===== src/tmr_pkg.sv =====
// shared constants and types of the eight-bit timer with shared prescaler
package tmr_pkg;

   // ------------------------------------------------------------
   // widths, values after reset and the wrap value
   // ------------------------------------------------------------
   localparam int         COUNT_W        = 8;
   localparam int         PRE_W          = 8;
   localparam logic [7:0] COUNT_RST      = 8'h00;
   localparam logic [7:0] PRE_RST        = 8'h00;
   localparam logic [7:0] COUNT_WRAP     = 8'hff;
   localparam logic [2:0] SYNC_RST       = 3'h0;

   // ------------------------------------------------------------
   // timing
   // ------------------------------------------------------------
   localparam int         CLK_PERIOD_NS  = 20;
   // one instruction cycle is four clocks, one per phase
   localparam int         PHASES         = 4;
   localparam int         INSTR_NS       = PHASES * CLK_PERIOD_NS;
   // instruction cycles of increment hold-off after a count write
   localparam logic [1:0] INHIBIT_CYCLES = 2'h2;
   localparam logic [1:0] INHIBIT_NONE   = 2'h0;

   // ------------------------------------------------------------
   // types
   // ------------------------------------------------------------
   // instruction phase clocks, one-hot
   typedef enum logic [3:0] {
      PH_Q1 = 4'h1,
      PH_Q2 = 4'h2,
      PH_Q3 = 4'h4,
      PH_Q4 = 4'h8
   } phase_t;

   // option bits that steer the timer
   typedef struct packed {
      logic       clock_source_select;
      logic       source_edge_select;
      logic       prescaler_assign;
      logic [2:0] prescale_rate;
   } option_t;

   // write strobe with its data, for the count and the flag
   typedef struct packed {
      logic       wr;
      logic [7:0] data;
   } count_write_t;

   typedef struct packed {
      logic wr;
      logic data;
   } flag_write_t;

endpackage


===== src/pin_sync.sv =====
// three-stage pin synchroniser with an agreement filter
`timescale 1ns/10ps
`default_nettype none

module pin_sync
   import tmr_pkg::*;
(
   input  wire logic i_clk,
   input  wire logic i_rst,
   input  wire logic i_pin,
   output var  logic o_level
);

   // ------------------------------------------------------------
   // synchroniser chain
   // ------------------------------------------------------------
   logic [2:0] sync_q;
   logic       level_q;

   // stage 0 is read only by stage 1
   always_ff @(posedge i_clk) begin
      if (i_rst) begin
         sync_q <= SYNC_RST;
      end else begin
         sync_q <= {sync_q[1:0], i_pin};
      end
   end

   // a change counts once the last two stages agree
   always_ff @(posedge i_clk) begin
      if (i_rst) begin
         level_q <= 1'b0;
      end else if (sync_q[1] == sync_q[2]) begin
         level_q <= sync_q[2];
      end
   end

   assign o_level = level_q;

endmodule

`default_nettype wire


===== src/primary_timer.sv =====
// eight-bit timer/counter with a prescaler shared with the watchdog
`timescale 1ns/10ps
`default_nettype none

// Contract
// - the count register is eight bits, readable and writable.
// - timer mode with no prescaler counts once per instruction cycle.
// - a count write suppresses increments for the next two instruction cycles.
// - counter mode advances on external input edges chosen by edge select.
// - one prescaler serves timer or watchdog, assign bit 0 means timer.
// - assigned to timer, the rate field picks 1:2 up to 1:256.
// - undivided 1:1 counting only when the prescaler serves the watchdog.
// - the prescaler count is never readable or writable by software.
// - assigned to timer, any count write clears the prescaler.
// - assigned to watchdog, the watchdog clear also clears the prescaler.
// - wrap from FFh to 00h sets the overflow flag regardless of enable.
// - the flag stays set until software writes it to zero.
// - flag and enable both set raise the interrupt request.
// - count is frozen in sleep, so overflow cannot wake the core.
// - counter mode syncs prescaler output by sampling on Q2 and Q4.
// - the shared prescaler is an eight-bit counter in the assigned path.
module primary_timer
   import tmr_pkg::*;
(
   input  wire logic         i_clk,
   input  wire logic         i_rst,
   input  wire option_t      i_option,
   input  wire count_write_t i_count_write,
   input  wire flag_write_t  i_flag_write,
   input  wire logic         i_overflow_irq_enable,
   input  wire logic         i_watchdog_clear,
   input  wire logic         i_watchdog_tick,
   input  wire logic         i_sleep,
   input  wire logic         i_external_count_input,
   output var  logic [7:0]   o_count,
   output var  logic         o_overflow_flag,
   output var  logic         o_irq,
   output var  logic         o_watchdog_tick
);

   // ------------------------------------------------------------
   // declarations
   // ------------------------------------------------------------
   phase_t     phase_q;
   phase_t     phase_d;
   logic [7:0] count_q;
   logic [7:0] count_d;
   logic [7:0] pre_q;
   logic [7:0] pre_d;
   logic [1:0] inhibit_q;
   logic [1:0] inhibit_d;
   logic       flag_q;
   logic       flag_d;
   logic       irq_q;
   logic       wdt_tick_q;
   logic       pend_q;
   logic       pend_d;
   logic       ext_level;
   logic       ext_prev_q;

   // ------------------------------------------------------------
   // decode of the option bits, the count write strobe and the phase
   // ------------------------------------------------------------
   wire        counter_mode = i_option.clock_source_select;
   wire        pre_to_wdt   = i_option.prescaler_assign;
   wire        pre_to_tmr   = ~pre_to_wdt;
   wire        count_wr     = i_count_write.wr;
   wire        instr_end    = (phase_q == PH_Q4);
   wire        sample_phase = (phase_q == PH_Q2) || (phase_q == PH_Q4);

   // ------------------------------------------------------------
   // instruction phase sequencer
   // ------------------------------------------------------------
   // phases stop in sleep, as the core clocks do
   always_comb begin
      case (phase_q)
         PH_Q1:   phase_d = PH_Q2;
         PH_Q2:   phase_d = PH_Q3;
         PH_Q3:   phase_d = PH_Q4;
         PH_Q4:   phase_d = PH_Q1;
         default: phase_d = PH_Q1;
      endcase
   end

   always_ff @(posedge i_clk) begin
      if (i_rst) begin
         phase_q <= PH_Q1;
      end else if (!i_sleep) begin
         phase_q <= phase_d;
      end
   end

   // ------------------------------------------------------------
   // external count input
   // ------------------------------------------------------------
   pin_sync u_pin_sync (
      .i_clk   (i_clk),
      .i_rst   (i_rst),
      .i_pin   (i_external_count_input),
      .o_level (ext_level)
   );

   always_ff @(posedge i_clk) begin
      if (i_rst) begin
         ext_prev_q <= 1'b0;
      end else begin
         ext_prev_q <= ext_level;
      end
   end

   // edge select picks rising or falling
   wire ext_rise = ext_level & ~ext_prev_q;
   wire ext_fall = ~ext_level & ext_prev_q;
   wire ext_edge = i_option.source_edge_select ? ext_fall : ext_rise;

   // ------------------------------------------------------------
   // count source
   // ------------------------------------------------------------
   // timer mode ticks once per instruction cycle, at its end
   wire tmr_src  = counter_mode ? ext_edge : instr_end;
   // the timer source is dead in sleep, which freezes its prescaler
   wire src_evt  = tmr_src & ~i_sleep;

   // ------------------------------------------------------------
   // shared prescaler
   // ------------------------------------------------------------
   // one counter, fed by whichever unit owns it
   wire pre_in   = pre_to_wdt ? i_watchdog_tick : src_evt;

   // watchdog ratio 2^n, timer ratio 2^(n+1)
   wire [8:0] wdt_mask_w = (9'h001 << i_option.prescale_rate) - 9'h001;
   wire [7:0] wdt_mask   = wdt_mask_w[7:0];
   wire [7:0] tmr_mask   = {wdt_mask[6:0], 1'b1};
   wire [7:0] pre_mask   = pre_to_wdt ? wdt_mask : tmr_mask;

   // rollover of the selected low bits is the divided event
   wire pre_roll = pre_in & ((pre_q & pre_mask) == pre_mask);

   // clears come from the owner: count write or watchdog clear
   wire pre_clr_tmr = pre_to_tmr & count_wr;
   wire pre_clr_wdt = pre_to_wdt & i_watchdog_clear;
   wire pre_clr     = pre_clr_tmr | pre_clr_wdt;

   // the prescaler has no read or write path at all
   always_comb begin
      pre_d = pre_q;
      if (pre_clr) begin
         pre_d = PRE_RST;
      end else if (pre_in) begin
         pre_d = pre_q + 8'h01;
      end
   end

   always_ff @(posedge i_clk) begin
      if (i_rst) begin
         pre_q <= PRE_RST;
      end else begin
         pre_q <= pre_d;
      end
   end

   // watchdog sees the raw tick when the timer owns the prescaler
   wire wdt_evt = pre_to_wdt ? (pre_roll & ~pre_clr) : i_watchdog_tick;

   always_ff @(posedge i_clk) begin
      if (i_rst) begin
         wdt_tick_q <= 1'b0;
      end else begin
         wdt_tick_q <= wdt_evt;
      end
   end

   // ------------------------------------------------------------
   // divided count event
   // ------------------------------------------------------------
   // undivided only while the watchdog owns the prescaler
   wire div_evt = pre_to_wdt ? src_evt : (pre_roll & ~pre_clr);

   // ------------------------------------------------------------
   // counter-mode sampling on Q2 and Q4
   // ------------------------------------------------------------
   // a pending edge is taken at the next Q2 or Q4; set wins
   always_comb begin
      pend_d = pend_q;
      if (sample_phase && !i_sleep) begin
         pend_d = 1'b0;
      end
      if (counter_mode && div_evt) begin
         pend_d = 1'b1;
      end
      if (!counter_mode) begin
         pend_d = 1'b0;
      end
   end

   always_ff @(posedge i_clk) begin
      if (i_rst) begin
         pend_q <= 1'b0;
      end else begin
         pend_q <= pend_d;
      end
   end

   wire ext_take = pend_q & sample_phase & ~i_sleep;

   // ------------------------------------------------------------
   // increment hold-off after a count write
   // ------------------------------------------------------------
   // two instruction-cycle ends must pass before counting resumes
   always_comb begin
      inhibit_d = inhibit_q;
      if (count_wr) begin
         inhibit_d = INHIBIT_CYCLES;
      end else if (instr_end && !i_sleep && inhibit_q != INHIBIT_NONE) begin
         inhibit_d = inhibit_q - 2'h1;
      end
   end

   always_ff @(posedge i_clk) begin
      if (i_rst) begin
         inhibit_q <= INHIBIT_NONE;
      end else begin
         inhibit_q <= inhibit_d;
      end
   end

   // ------------------------------------------------------------
   // count register
   // ------------------------------------------------------------
   wire tmr_raw = counter_mode ? ext_take : div_evt;
   // edges that land during the hold-off are dropped, not delayed
   wire tmr_inc = tmr_raw & ~i_sleep & (inhibit_q == INHIBIT_NONE) & ~count_wr;
   wire wrap    = tmr_inc & (count_q == COUNT_WRAP);

   // a write takes priority over a same-cycle increment
   always_comb begin
      count_d = count_q;
      if (count_wr) begin
         count_d = i_count_write.data;
      end else if (tmr_inc) begin
         count_d = count_q + 8'h01;
      end
   end

   always_ff @(posedge i_clk) begin
      if (i_rst) begin
         count_q <= COUNT_RST;
      end else begin
         count_q <= count_d;
      end
   end

   // ------------------------------------------------------------
   // overflow flag and interrupt request
   // ------------------------------------------------------------
   // a wrap in the cycle of a software clear still sets the flag
   always_comb begin
      flag_d = flag_q;
      if (i_flag_write.wr) begin
         flag_d = i_flag_write.data;
      end
      if (wrap) begin
         flag_d = 1'b1;
      end
   end

   always_ff @(posedge i_clk) begin
      if (i_rst) begin
         flag_q <= 1'b0;
         irq_q  <= 1'b0;
      end else begin
         flag_q <= flag_d;
         irq_q  <= flag_d & i_overflow_irq_enable;
      end
   end

   // ------------------------------------------------------------
   // outputs
   // ------------------------------------------------------------
   assign o_count         = count_q;
   assign o_overflow_flag = flag_q;
   assign o_irq           = irq_q;
   assign o_watchdog_tick = wdt_tick_q;

   // ------------------------------------------------------------
   // checks
   // ------------------------------------------------------------
   AST_WRITE_LOADS:
   assert property (@(posedge i_clk) disable iff (i_rst)
      count_wr |=> (count_q == $past(i_count_write.data)))
      else $error("count write not loaded");

   AST_HOLD_OFF:
   assert property (@(posedge i_clk) disable iff (i_rst)
      (inhibit_q != INHIBIT_NONE && !count_wr) |=> (count_q == $past(count_q)))
      else $error("count moved during write hold-off");

   AST_HOLD_SPAN:
   assert property (@(posedge i_clk) disable iff (i_rst)
      (count_wr && instr_end && !i_sleep) ##1 (!count_wr && !i_sleep)[*4]
      |=> (inhibit_q == 2'h1))
      else $error("hold-off did not span two instruction cycles");

   AST_TIMER_RATE:
   assert property (@(posedge i_clk) disable iff (i_rst)
      (!counter_mode && pre_to_wdt && instr_end && !i_sleep && !count_wr
       && inhibit_q == INHIBIT_NONE) |=> (count_q == $past(count_q) + 8'h01))
      else $error("timer mode missed its instruction-cycle increment");

   AST_WRAP_FLAG:
   assert property (@(posedge i_clk) disable iff (i_rst)
      (tmr_inc && count_q == COUNT_WRAP) |=> (flag_q && count_q == 8'h00))
      else $error("wrap did not set overflow flag");

   AST_FLAG_STICKY:
   assert property (@(posedge i_clk) disable iff (i_rst)
      (flag_q && !(i_flag_write.wr && !i_flag_write.data)) |=> flag_q)
      else $error("overflow flag dropped without a clearing write");

   AST_IRQ:
   assert property (@(posedge i_clk) disable iff (i_rst)
      (flag_q && !i_flag_write.wr) |=> (o_irq == $past(i_overflow_irq_enable)))
      else $error("interrupt request disagrees with flag and enable");

   AST_SLEEP_FREEZE:
   assert property (@(posedge i_clk) disable iff (i_rst)
      (i_sleep && !count_wr) |=> $stable(count_q))
      else $error("count moved in sleep");

   AST_PRE_CLR_WRITE:
   assert property (@(posedge i_clk) disable iff (i_rst)
      (count_wr && pre_to_tmr) |=> (pre_q == PRE_RST))
      else $error("count write did not clear prescaler");

   AST_PRE_CLR_WDT:
   assert property (@(posedge i_clk) disable iff (i_rst)
      (i_watchdog_clear && pre_to_wdt) |=> (pre_q == PRE_RST))
      else $error("watchdog clear did not clear prescaler");

   AST_EXT_PHASE:
   assert property (@(posedge i_clk) disable iff (i_rst)
      (counter_mode && tmr_inc) |-> (phase_q == PH_Q2 || phase_q == PH_Q4))
      else $error("counter mode increment off the sampling phases");

endmodule

`default_nettype wire


===== config.mk =====
export PLATFORM = sky130hd
export DESIGN_NAME = primary_timer
export DESIGN_NICKNAME = d
export VERILOG_FILES = /design/src/tmr_pkg.sv /design/src/pin_sync.sv /design/src/primary_timer.sv
export SDC_FILE = /design/constraint.sdc
export NUM_CORES = 1
export LEC_CHECK = 0
export ABC_CLOCK_PERIOD_IN_PS = 1900
export BUFFER_PORTS_ARGS = -buffer_cell sky130_fd_sc_hd__buf_2
export CAP_MARGIN = 20
export CORE_ASPECT_RATIO = 0.5
export CORE_UTILIZATION = 51
export CTS_BUF_LIST = sky130_fd_sc_hd__clkbuf_8
export CTS_CLUSTER_DIAMETER = 120
export DETAILED_ROUTE_END_ITERATION = 8
export PLACE_DENSITY_LB_ADDON = 0.25
export SYNTH_ARGS = -nofsm -noshare
export SYNTH_HDL_FRONTEND = slang
export SYNTH_SLANG_ARGS = --single-unit

===== constraint.sdc =====
create_clock -name i_clk -period 1.9 [get_ports i_clk]
set_clock_uncertainty 0.1 [all_clocks]
set_input_delay 0.38 -clock i_clk [delete_from_list [all_inputs] [get_ports i_clk]]
set_output_delay 0.38 -clock i_clk [all_outputs]
set_load 0.05 [all_outputs]

# Yosys cells after proc, flatten, opt, wreduce, memory -nomap -nowiden
# Cells that the tools add are included.
# word_totals
register_bits,31
latchBits,0
mem_bits_rw,0
rom_bits,0
in_bits,24
out_inout_bits,11
word_cells,77
memories,0
# classes
add_sub_neg,4
n_mul,0
div,0
n_lt_le_gt_ge,0
eq_ne,7
n_shift,1
muxes,16
bitwise,23
n_reduce_logical,14
# op_table
operator,count
$mux 8,3
$add 8x1->8 const B,2
$and 1x1->1,14
$pmux 4 s3,1
$mux 1,10
$and 8x8->8,1
$eq 8x8->1,1
$eq 8x8->1 const B,1
$reduce_bool 2->1,4
$shl 1x3->8 const A,1
$sub 8x1->8 const B,1
$not 1->1,7
$reduce_or 2->1,3
$eq 4x1->1 const B,1
$eq 4x2->1 const B,1
$eq 4x3->1 const B,1
$eq 4x4->1 const B,1
$logic_and 1x1->1,4
$mux 2,2
$logic_not 2->1,1
$sub 2x1->2 const B,1
$eq 1x1->1,1
$logic_not 1->1,1
$logic_or 1x1->1,1
$or 1x1->1,1

# Longest topological paths before layout
# Gate-level depths: netlist of the first run.
# depth
depth_word,16
ltp_mapped,8
ltp_nobuf,7

# By module
# From an unflattened synthesis of the first run, not the netlist that was laid out.
# hier_totals
hier_cells,203
hier_area_um2,1709.1
# by_module_without_submodules
module,n_inst,cells_per_inst,area_per_inst_um2,seq_area_each_um2
primary_timer,1,193,1596.5,540.5
pin_sync,1,10,112.6,80.1

# Worst setup path after synthesis of the first run
# OpenSTA, ideal clock, no wires.
# synth_path
path_kind,reg2reg
startpoint,reg count_q[0] (netlist: o_count[0])
endpoint,reg count_q[6] (netlist: o_count[6])
setup_time_ns,0.103
arrival_time_ns,1.852
t_required_ns,1.697
path_slack_ns,-0.155
path_stages_with_launch,7
n_path_buf,0
synth_period_minus_slack_ns,2.055
path_cell_list,dfxtp_1 -> ha_1 -> and3_1 -> and3_1 -> nand2_1 -> or2_2 -> a2111oi_2
# synth_between
elab_chain_len,3
# synth_rtl
element,line,rtl
from (decl),primary_timer.sv:46,logic [7:0] count_q;
from (signal assigned),primary_timer.sv:249,count_q <= count_d;
$add 8x1->8,primary_timer.sv:241,count_d = count_q + 8'h01;
$mux 8,primary_timer.sv:240,end else if (tmr_inc) begin
$mux 8,primary_timer.sv:238,if (count_wr) begin
# No other way between the ends. The select of a mux whose other input is x is not followed.
# A chain may end at the register's enable or synchronous reset.

# Final worst setup path of the first run
# layout_path
startpoint,reg pre_q[6]
endpoint,reg count_q[6] (netlist: o_count[6])
# layout_between
elab_chain_len,10
# layout_rtl
element,line,rtl
from (decl),primary_timer.sv:48,logic [7:0] pre_q;
from (signal assigned),primary_timer.sv:158,pre_q <= pre_d;
$and 8x8->8,primary_timer.sv:137,wire pre_roll = pre_in & ((pre_q & pre_mask) == pre_mask);
$eq 8x8->1,primary_timer.sv:137,
$and 1x1->1,primary_timer.sv:137,
$and 1x1->1,primary_timer.sv:177,wire div_evt = pre_to_wdt ? src_evt : (pre_roll & ~pre_clr);
$mux 1,primary_timer.sv:177,
$mux 1,primary_timer.sv:230,wire tmr_raw = counter_mode ? ext_take : div_evt;
$and 1x1->1 (3 in series),primary_timer.sv:232,wire tmr_inc = tmr_raw & ~i_sleep & (inhibit_q == INHIBIT_NONE) & ~count_wr;
$reduce_bool 2->1 (no line),-,
# No other way between the ends.

==> metrics.txt, run 1 <==
worst IR drop on VDD=0.327 mV; kind of critical path=flip-flop to flip-flop; Worst Path Max Fanout=6; number of global-route vias before repair=1,594; WL/cell=14.3 um; Buf/Inv on CP=1; Vias=1,733; commonest non-fill, non-tap cells in the layout=buf_2 (33), buf_4 (32), nor2_1 (25), dfxtp_1 (25), nand2_1 (16); Synth cell types=54; ys flop type=dfxtp_1; CTS sink count=31; Final Critical Period=1.97 ns; Slowest-stage cell, CP=or2_2; syn_area_per_cell=8.69 um2; port bufs=34; die area=3690 um2; final hold violation count=0; Post-Syn Instances=202; CTS root buffer=clkbuf_8; Fin Hold WS=0.189 ns; status=finished, violations left; Detailed Route Iter0 Violations=109; Layout area overhead=37.7%; Die Height=43.5 um; Final WS setup=-0.0658 ns; drt drc=1; delay-heaviest family, CP=compound AO/OA/AOI/OAI gates; antenna cells=0; Rows=14; clk_lat worst skew=0.29 ns; placed cell area=2130 um2; remaining antenna violation count after routing=0; Async S/R FF share, synth=0; FF/Latch Area=628 um2; max_cap viols=0; GRT overflow=0; CP Capture Type=flip-flop; post-synthesis register bit count=31; CP peak stage delay=0.33 ns; initial core utilization=0.560; WL final=4.47 mm; via/cell ratio=5.54; Seq/Total Area, Yosys=0.354; largest net degree at the start of global routing=25; Max Fclk=509 MHz; Slew Viols, Final=0; CORE AREA=3140 um2; Setup crit start kind=flip-flop; total power=0.00165 W; pwr/cell area=682 nW/um2; commonest non-fill, non-tap cell in the layout=buf_2; worst-margin pin slew=0.503 ns; RSZ-0062 raised after global routing=yes; First-pass DRT Iterations=6; number of synthesized flops with an enable pin=0; Multi-input gate area=1160 um2; total track usage=0.251; Chip Width=85.0 um; worst path cell trace=and2b_1, o211ai_1, o2111a_2, buf_4, a211oi_4, or2_2, a2111oi_4; initial antenna violation count=0; clk slew on worst S/H paths=0.07 ns; Worst Path Arrival=2.06 ns; GP Congestion=0.829; period utilisation layout=1.03; HPWL after DPL=2.96 mm; Hold Crit Class=input pin to flip-flop; H-tree lvl count=2; failing checks=design-rule violations, negative setup slack; fin nets=299; share of layout cells above drive strength 1=0.410; CTS tree=built; fill count=230; cts bufs inserted=5; Mapped Area=1760 um2; synth warn=0; required time of the critical path=2.00 ns; Leak=0.995 nW; relative slew slack=0.660; first-pass GRT wire length=6.93 mm; Ports=35; Max Buffers Root-to-Sink=2; Final Cell Area=2420 um2; Mapped Nets=229; endpoints failing setup=4
area by class of cell:
cell class,count,share of cell area
Inverter,9,0.0140
Sequential cell,31,0.260
Multi-Input combinational cell,157,0.479
Timing Repair Buffer,68,0.180
Tap cell,40,0.0207
Clock inverter,3,0.0181
Clock buffer,5,0.0285
sequential cells by signal (all words and copies together) (netlist names):
name and count:
o_overflow_flag 1, o_count 8, ext_prev_q 1, u_pin_sync.sync_q 3, o_irq 1, pend_q 1, inhibit_q 2, phase_q 4
o_watchdog_tick 1, u_pin_sync.o_level 1, pre_q 8
where the power goes:
part | switching (W) | total, W | internal (W)
Clock | 0.000262 | 0.000652 | 0.000390
Sequential | 0.0000232 | 0.000699 | 0.000676
Combinational | 0.000171 | 0.000296 | 0.000125
Total | 0.000457 | 0.00165 | 0.00119
metal layers:
metal  track usage  part of all wire  vias up
met4        0.0780             0.017        0
met2         0.431              0.46       47
met5             0                 0        -
met3        0.0971             0.054       10
met1         0.297              0.47      808
li1              -                 -      868
through the flow:
stage               cells  setup TNS, ns  setup slack [ns]   util
floorplan             202        -0.0724           -0.0345      -
global route          313         -0.720            -0.137  0.771
CTS                   309         -0.160           -0.0603  0.731
detailed placement    297          -4.50            -0.391  0.679
global placement      297          -3.38            -0.304  0.679
finish                313         -0.212           -0.0658  0.771
cells in the mapped netlist, drive strengths merged (5+ instances only):
master / count / area, um2
nor4b: 5 / 50.0
or3: 6 / 37.5
nor2: 25 / 93.8
nor2b: 7 / 43.8
o21ai: 8 / 47.5
nand2b: 7 / 43.8
inv: 9 / 33.8
xnor2: 5 / 43.8
nand2: 16 / 60.1
a21oi: 12 / 63.8
dfxtp: 31 / 621
nor3: 8 / 61.3
worst reg2reg max path, stage by stage (launching register included):
cell and delay, ns:
dfxtp_2 0.32, and2b_1 0.18, o211ai_1 0.17, o2111a_2 0.28
buf_4 0.14, a211oi_4 0.08, or2_2 0.33, a2111oi_4 0.28
final timing paths:
kind	from	endpoint	slack, ns	cells past startpoint
worst max-delay path	pre_q[6]	o_count[6]	-0.07	7
worst min-delay path	i_external_count_input	u_pin_sync.sync_q[0]	0.19	2
worst max register to register	pre_q[6]	o_count[6]	-0.07	7
worst min register to register	u_pin_sync.sync_q[0]	u_pin_sync.sync_q[1]	0.34	1
what timing repair did:
item / 4_1_cts / 5_1_grt
endpoints found under the setup margin: 14 / 14
setup buffers: 3 / 5
gates resized for setup: 4 / 17
cloned: 1 / 1
hold buffers: 0 / 0
pin swaps: 6 / 8
cells by family (layout without fill, tap and decap cells):
family          count (synthesis)  after routing  synth area share
simple gates                  101            101             0.330
compound gates                 42             44             0.195
flops                          31             31             0.354
buf+inv                        16             85            0.0527
xor+xnor                        6              6            0.0299
fa+ha+maj                       3              3            0.0214
mux                             3              3            0.0171
Note: power is estimated with default switching activity, not from simulation.
==> run 2, diff against run 1 <==
--- a/config.mk
+++ b/config.mk
@@ -9,11 +9,11 @@
 export BUFFER_PORTS_ARGS = -buffer_cell sky130_fd_sc_hd__buf_2
 export CAP_MARGIN = 20
 export CORE_ASPECT_RATIO = 0.5
-export CORE_UTILIZATION = 51
+export CORE_UTILIZATION = 50
 export CTS_BUF_LIST = sky130_fd_sc_hd__clkbuf_8
 export CTS_CLUSTER_DIAMETER = 120
 export DETAILED_ROUTE_END_ITERATION = 8
-export PLACE_DENSITY_LB_ADDON = 0.25
+export PLACE_DENSITY = 0.83
 export SYNTH_ARGS = -nofsm -noshare
 export SYNTH_HDL_FRONTEND = slang
 export SYNTH_SLANG_ARGS = --single-unit
==> run 2 against run 1 <==
The flow finishes with violations (negative setup slack). Worst hold slack better by 0.0095 ns. Flip-flop and latch count unchanged. Global-route usage up 0.54 points. Setup slack got worse by 0.033 ns. Die area rose by 1.9%. Utilization shrank 1.2 points. Combinational power down 1%. Clock power up 4.3%. First-iteration DRC count is 40% higher. Critical path type is now input pin to flip-flop. Largest cell class unchanged.
==> metrics.txt, run 2 (synthesis gave the netlist of run 1 again) <==
clk_lat worst skew=0.28 ns (about the same); share of layout cells above drive strength 1=0.406 (-0.00424); kind of critical path=input pin to flip-flop; Chip Width=85.8 um (+0.97%); initial core utilization=0.554 (-0.00619); largest net degree at the start of global routing=25 (unchanged); Layout area overhead=37.1%; met2 routed WL=2.30 mm (+11%); Max Fclk=500 MHz (-1.7%); die area=3770 um2 (+1.9%); clk slew on worst S/H paths=0.07 ns (about the same); WL final=4.65 mm (+4.1%); remaining antenna violation count after routing=0 (unchanged); delay-heaviest family, CP=compound AO/OA/AOI/OAI gates; r2r worst-path depth=7 (unchanged); Die Height=43.9 um (+0.95%); cts bufs inserted=5 (unchanged); max_cap viols=0 (unchanged); fill count=223 (-3.0%); placed cell area=2110 um2 (-0.94%); final hold violation count=0 (unchanged); required time of the critical path=2.00 ns (about the same); Detailed Route Iter0 Violations=153 (+40%); worst path cell trace=buf_2, nand2b_1, o31a_1, a21oi_2, a211oi_4, buf_12, or3_4, a311oi_2; WL/cell=14.8 um (+3.7%); worst IR drop on VDD=0.326 mV (-0.50%); Hold Crit Class=input pin to flip-flop; Setup crit start kind=input pin; Final Critical Period=2.00 ns (+0.0334 ns); endpoints failing setup=9 (+5); number of global-route vias before repair=1,633 (+2.4%); met1 WL=2.00 mm (-3.8%); Rows=14 (unchanged); relative slew slack=0.658 (-0.00176); FF-to-FF setup slack=-0.09 ns (-0.02 ns); fin nets=292 (-2.3%); Fin Hold WS=0.199 ns (+0.00948 ns); failing checks=negative setup slack; first-pass GRT wire length=7.36 mm (+6.2%); CP endpoint=o_count[2]; met3 wire len=269 um (+11%); pwr/cell area=694 nW/um2 (+1.8%); Slowest-stage cell, CP=or3_4; CTS tree=built; Worst Path Max Fanout=13 (+7); total power=0.00167 W (+1.4%); status=finished, violations left; drt drc=0 (-1); Worst Path Arrival=2.09 ns (+0.03 ns); GRT overflow=0 (unchanged); Final Cell Area=2410 um2 (-0.41%); top routing layer used=met4; Critical R2R Launch=pre_q[6]; CTS root buffer=clkbuf_8; CORE AREA=3170 um2 (+1.1%); CP startpoint=i_option[0]; number of cells on the critical path=8 (+1); worst-margin pin slew=0.513 ns (+0.00972 ns); commonest non-fill, non-tap cells in the layout=buf_2 (34), dfxtp_1 (27), buf_4 (27); CTS sink count=31 (unchanged); H-tree lvl count=2 (unchanged); RSZ-0062 raised after global routing=yes; Vias=1,749 (+0.92%); CP peak stage delay=0.32 ns (about the same); port bufs=34 (unchanged); Ports=35 (unchanged); via/cell ratio=5.57 (+0.60%); CP Capture Type=flip-flop; HPWL after DPL=2.95 mm (-0.37%); Max Buffers Root-to-Sink=2 (unchanged); Worst R2R End=o_count[2]; period utilisation layout=1.05 (+0.0176); Final WS setup=-0.0992 ns (-0.0334 ns); First-pass DRT Iterations=7 (+1); Leak=0.965 nW (-3.1%); Slew Viols, Final=0 (unchanged); GP Congestion=0.915 (+10%); antenna cells=0 (unchanged); total track usage=0.256 (+0.00544); setup slack at placement=-0.436 ns (-0.0459 ns); commonest non-fill, non-tap cell in the layout=buf_2; Buf/Inv on CP=2 (+1); initial antenna violation count=0 (unchanged)
run 2: changes by cell type in the layout (fill, tap and decap cells not counted), moves of 2 or more:
| cell | before | now |
|---|---|---|
| dfxtp_2 | 6 | 4 |
| buf_6 | 2 | 0 |
| nor4b_1 | 4 | 0 |
| or2_2 | 3 | 1 |
| or2_4 | 0 | 2 |
| nor4b_2 | 1 | 5 |
| dfxtp_1 | 25 | 27 |
| buf_4 | 32 | 27 |
run 2: layout make-up:
| class | instances | area (um2) | share of cell area |
|---|---|---|---|
| Clock buffer | 6 | 82.6 | 0.0343 |
| Timing Repair Buffer | 62 | 393 | 0.163 |
| Clock inverter | 2 | 35.0 | 0.0146 |
| Multi-Input combinational cell | 156 | 1180 | 0.489 |
| Tap cell | 48 | 60.1 | 0.0249 |
| Inverter | 9 | 33.8 | 0.0140 |
| Sequential cell | 31 | 626 | 0.260 |
run 2: how the worst min path moves through the flow:
stage,from,slack (ns),endpoint,cells past startpoint
floorplan,u_pin_sync.sync_q[0],0.31,u_pin_sync.sync_q[1],1
global placement,u_pin_sync.sync_q[0],0.32,u_pin_sync.sync_q[1],1
detailed placement,u_pin_sync.sync_q[0],0.33,u_pin_sync.sync_q[1],1
CTS,i_overflow_irq_enable,0.19,o_irq,2
global route,i_overflow_irq_enable,0.21,o_irq,2
finish,i_overflow_irq_enable,0.20,o_irq,2
run 2: stage by stage:
step,TNS [ns],cells,util
after global placement,-3.62,301,0.665
after floorplan,-0.0724,202,-
final,-0.388,314,0.759
after detailed placement,-4.66,301,0.665
after global routing,-1.14,314,0.759
after CTS,-0.215,311,0.735
run 2: what timing repair did:
action | CTS | global route
hold buffers | 0 | 0
gates cloned | 0 | 1
endpoints found under the hold margin | 0 | 0
pin swaps | 12 | 6
endpoints found under the setup margin | 13 | 15
setup buffers | 3 | 2
resized for setup | 12 | 9
run 2: where the power goes:
group / switching, W / internal [W]
Sequential: 0.0000235 / 0.000676
Clock: 0.000256 / 0.000424
Combinational: 0.000174 / 0.000117
run 2: layer usage:
layer	track usage	vias up
li1	-	848
met1	0.302	830
met4	0.0933	0
met5	0	-
met2	0.453	62
met3	0.0781	9
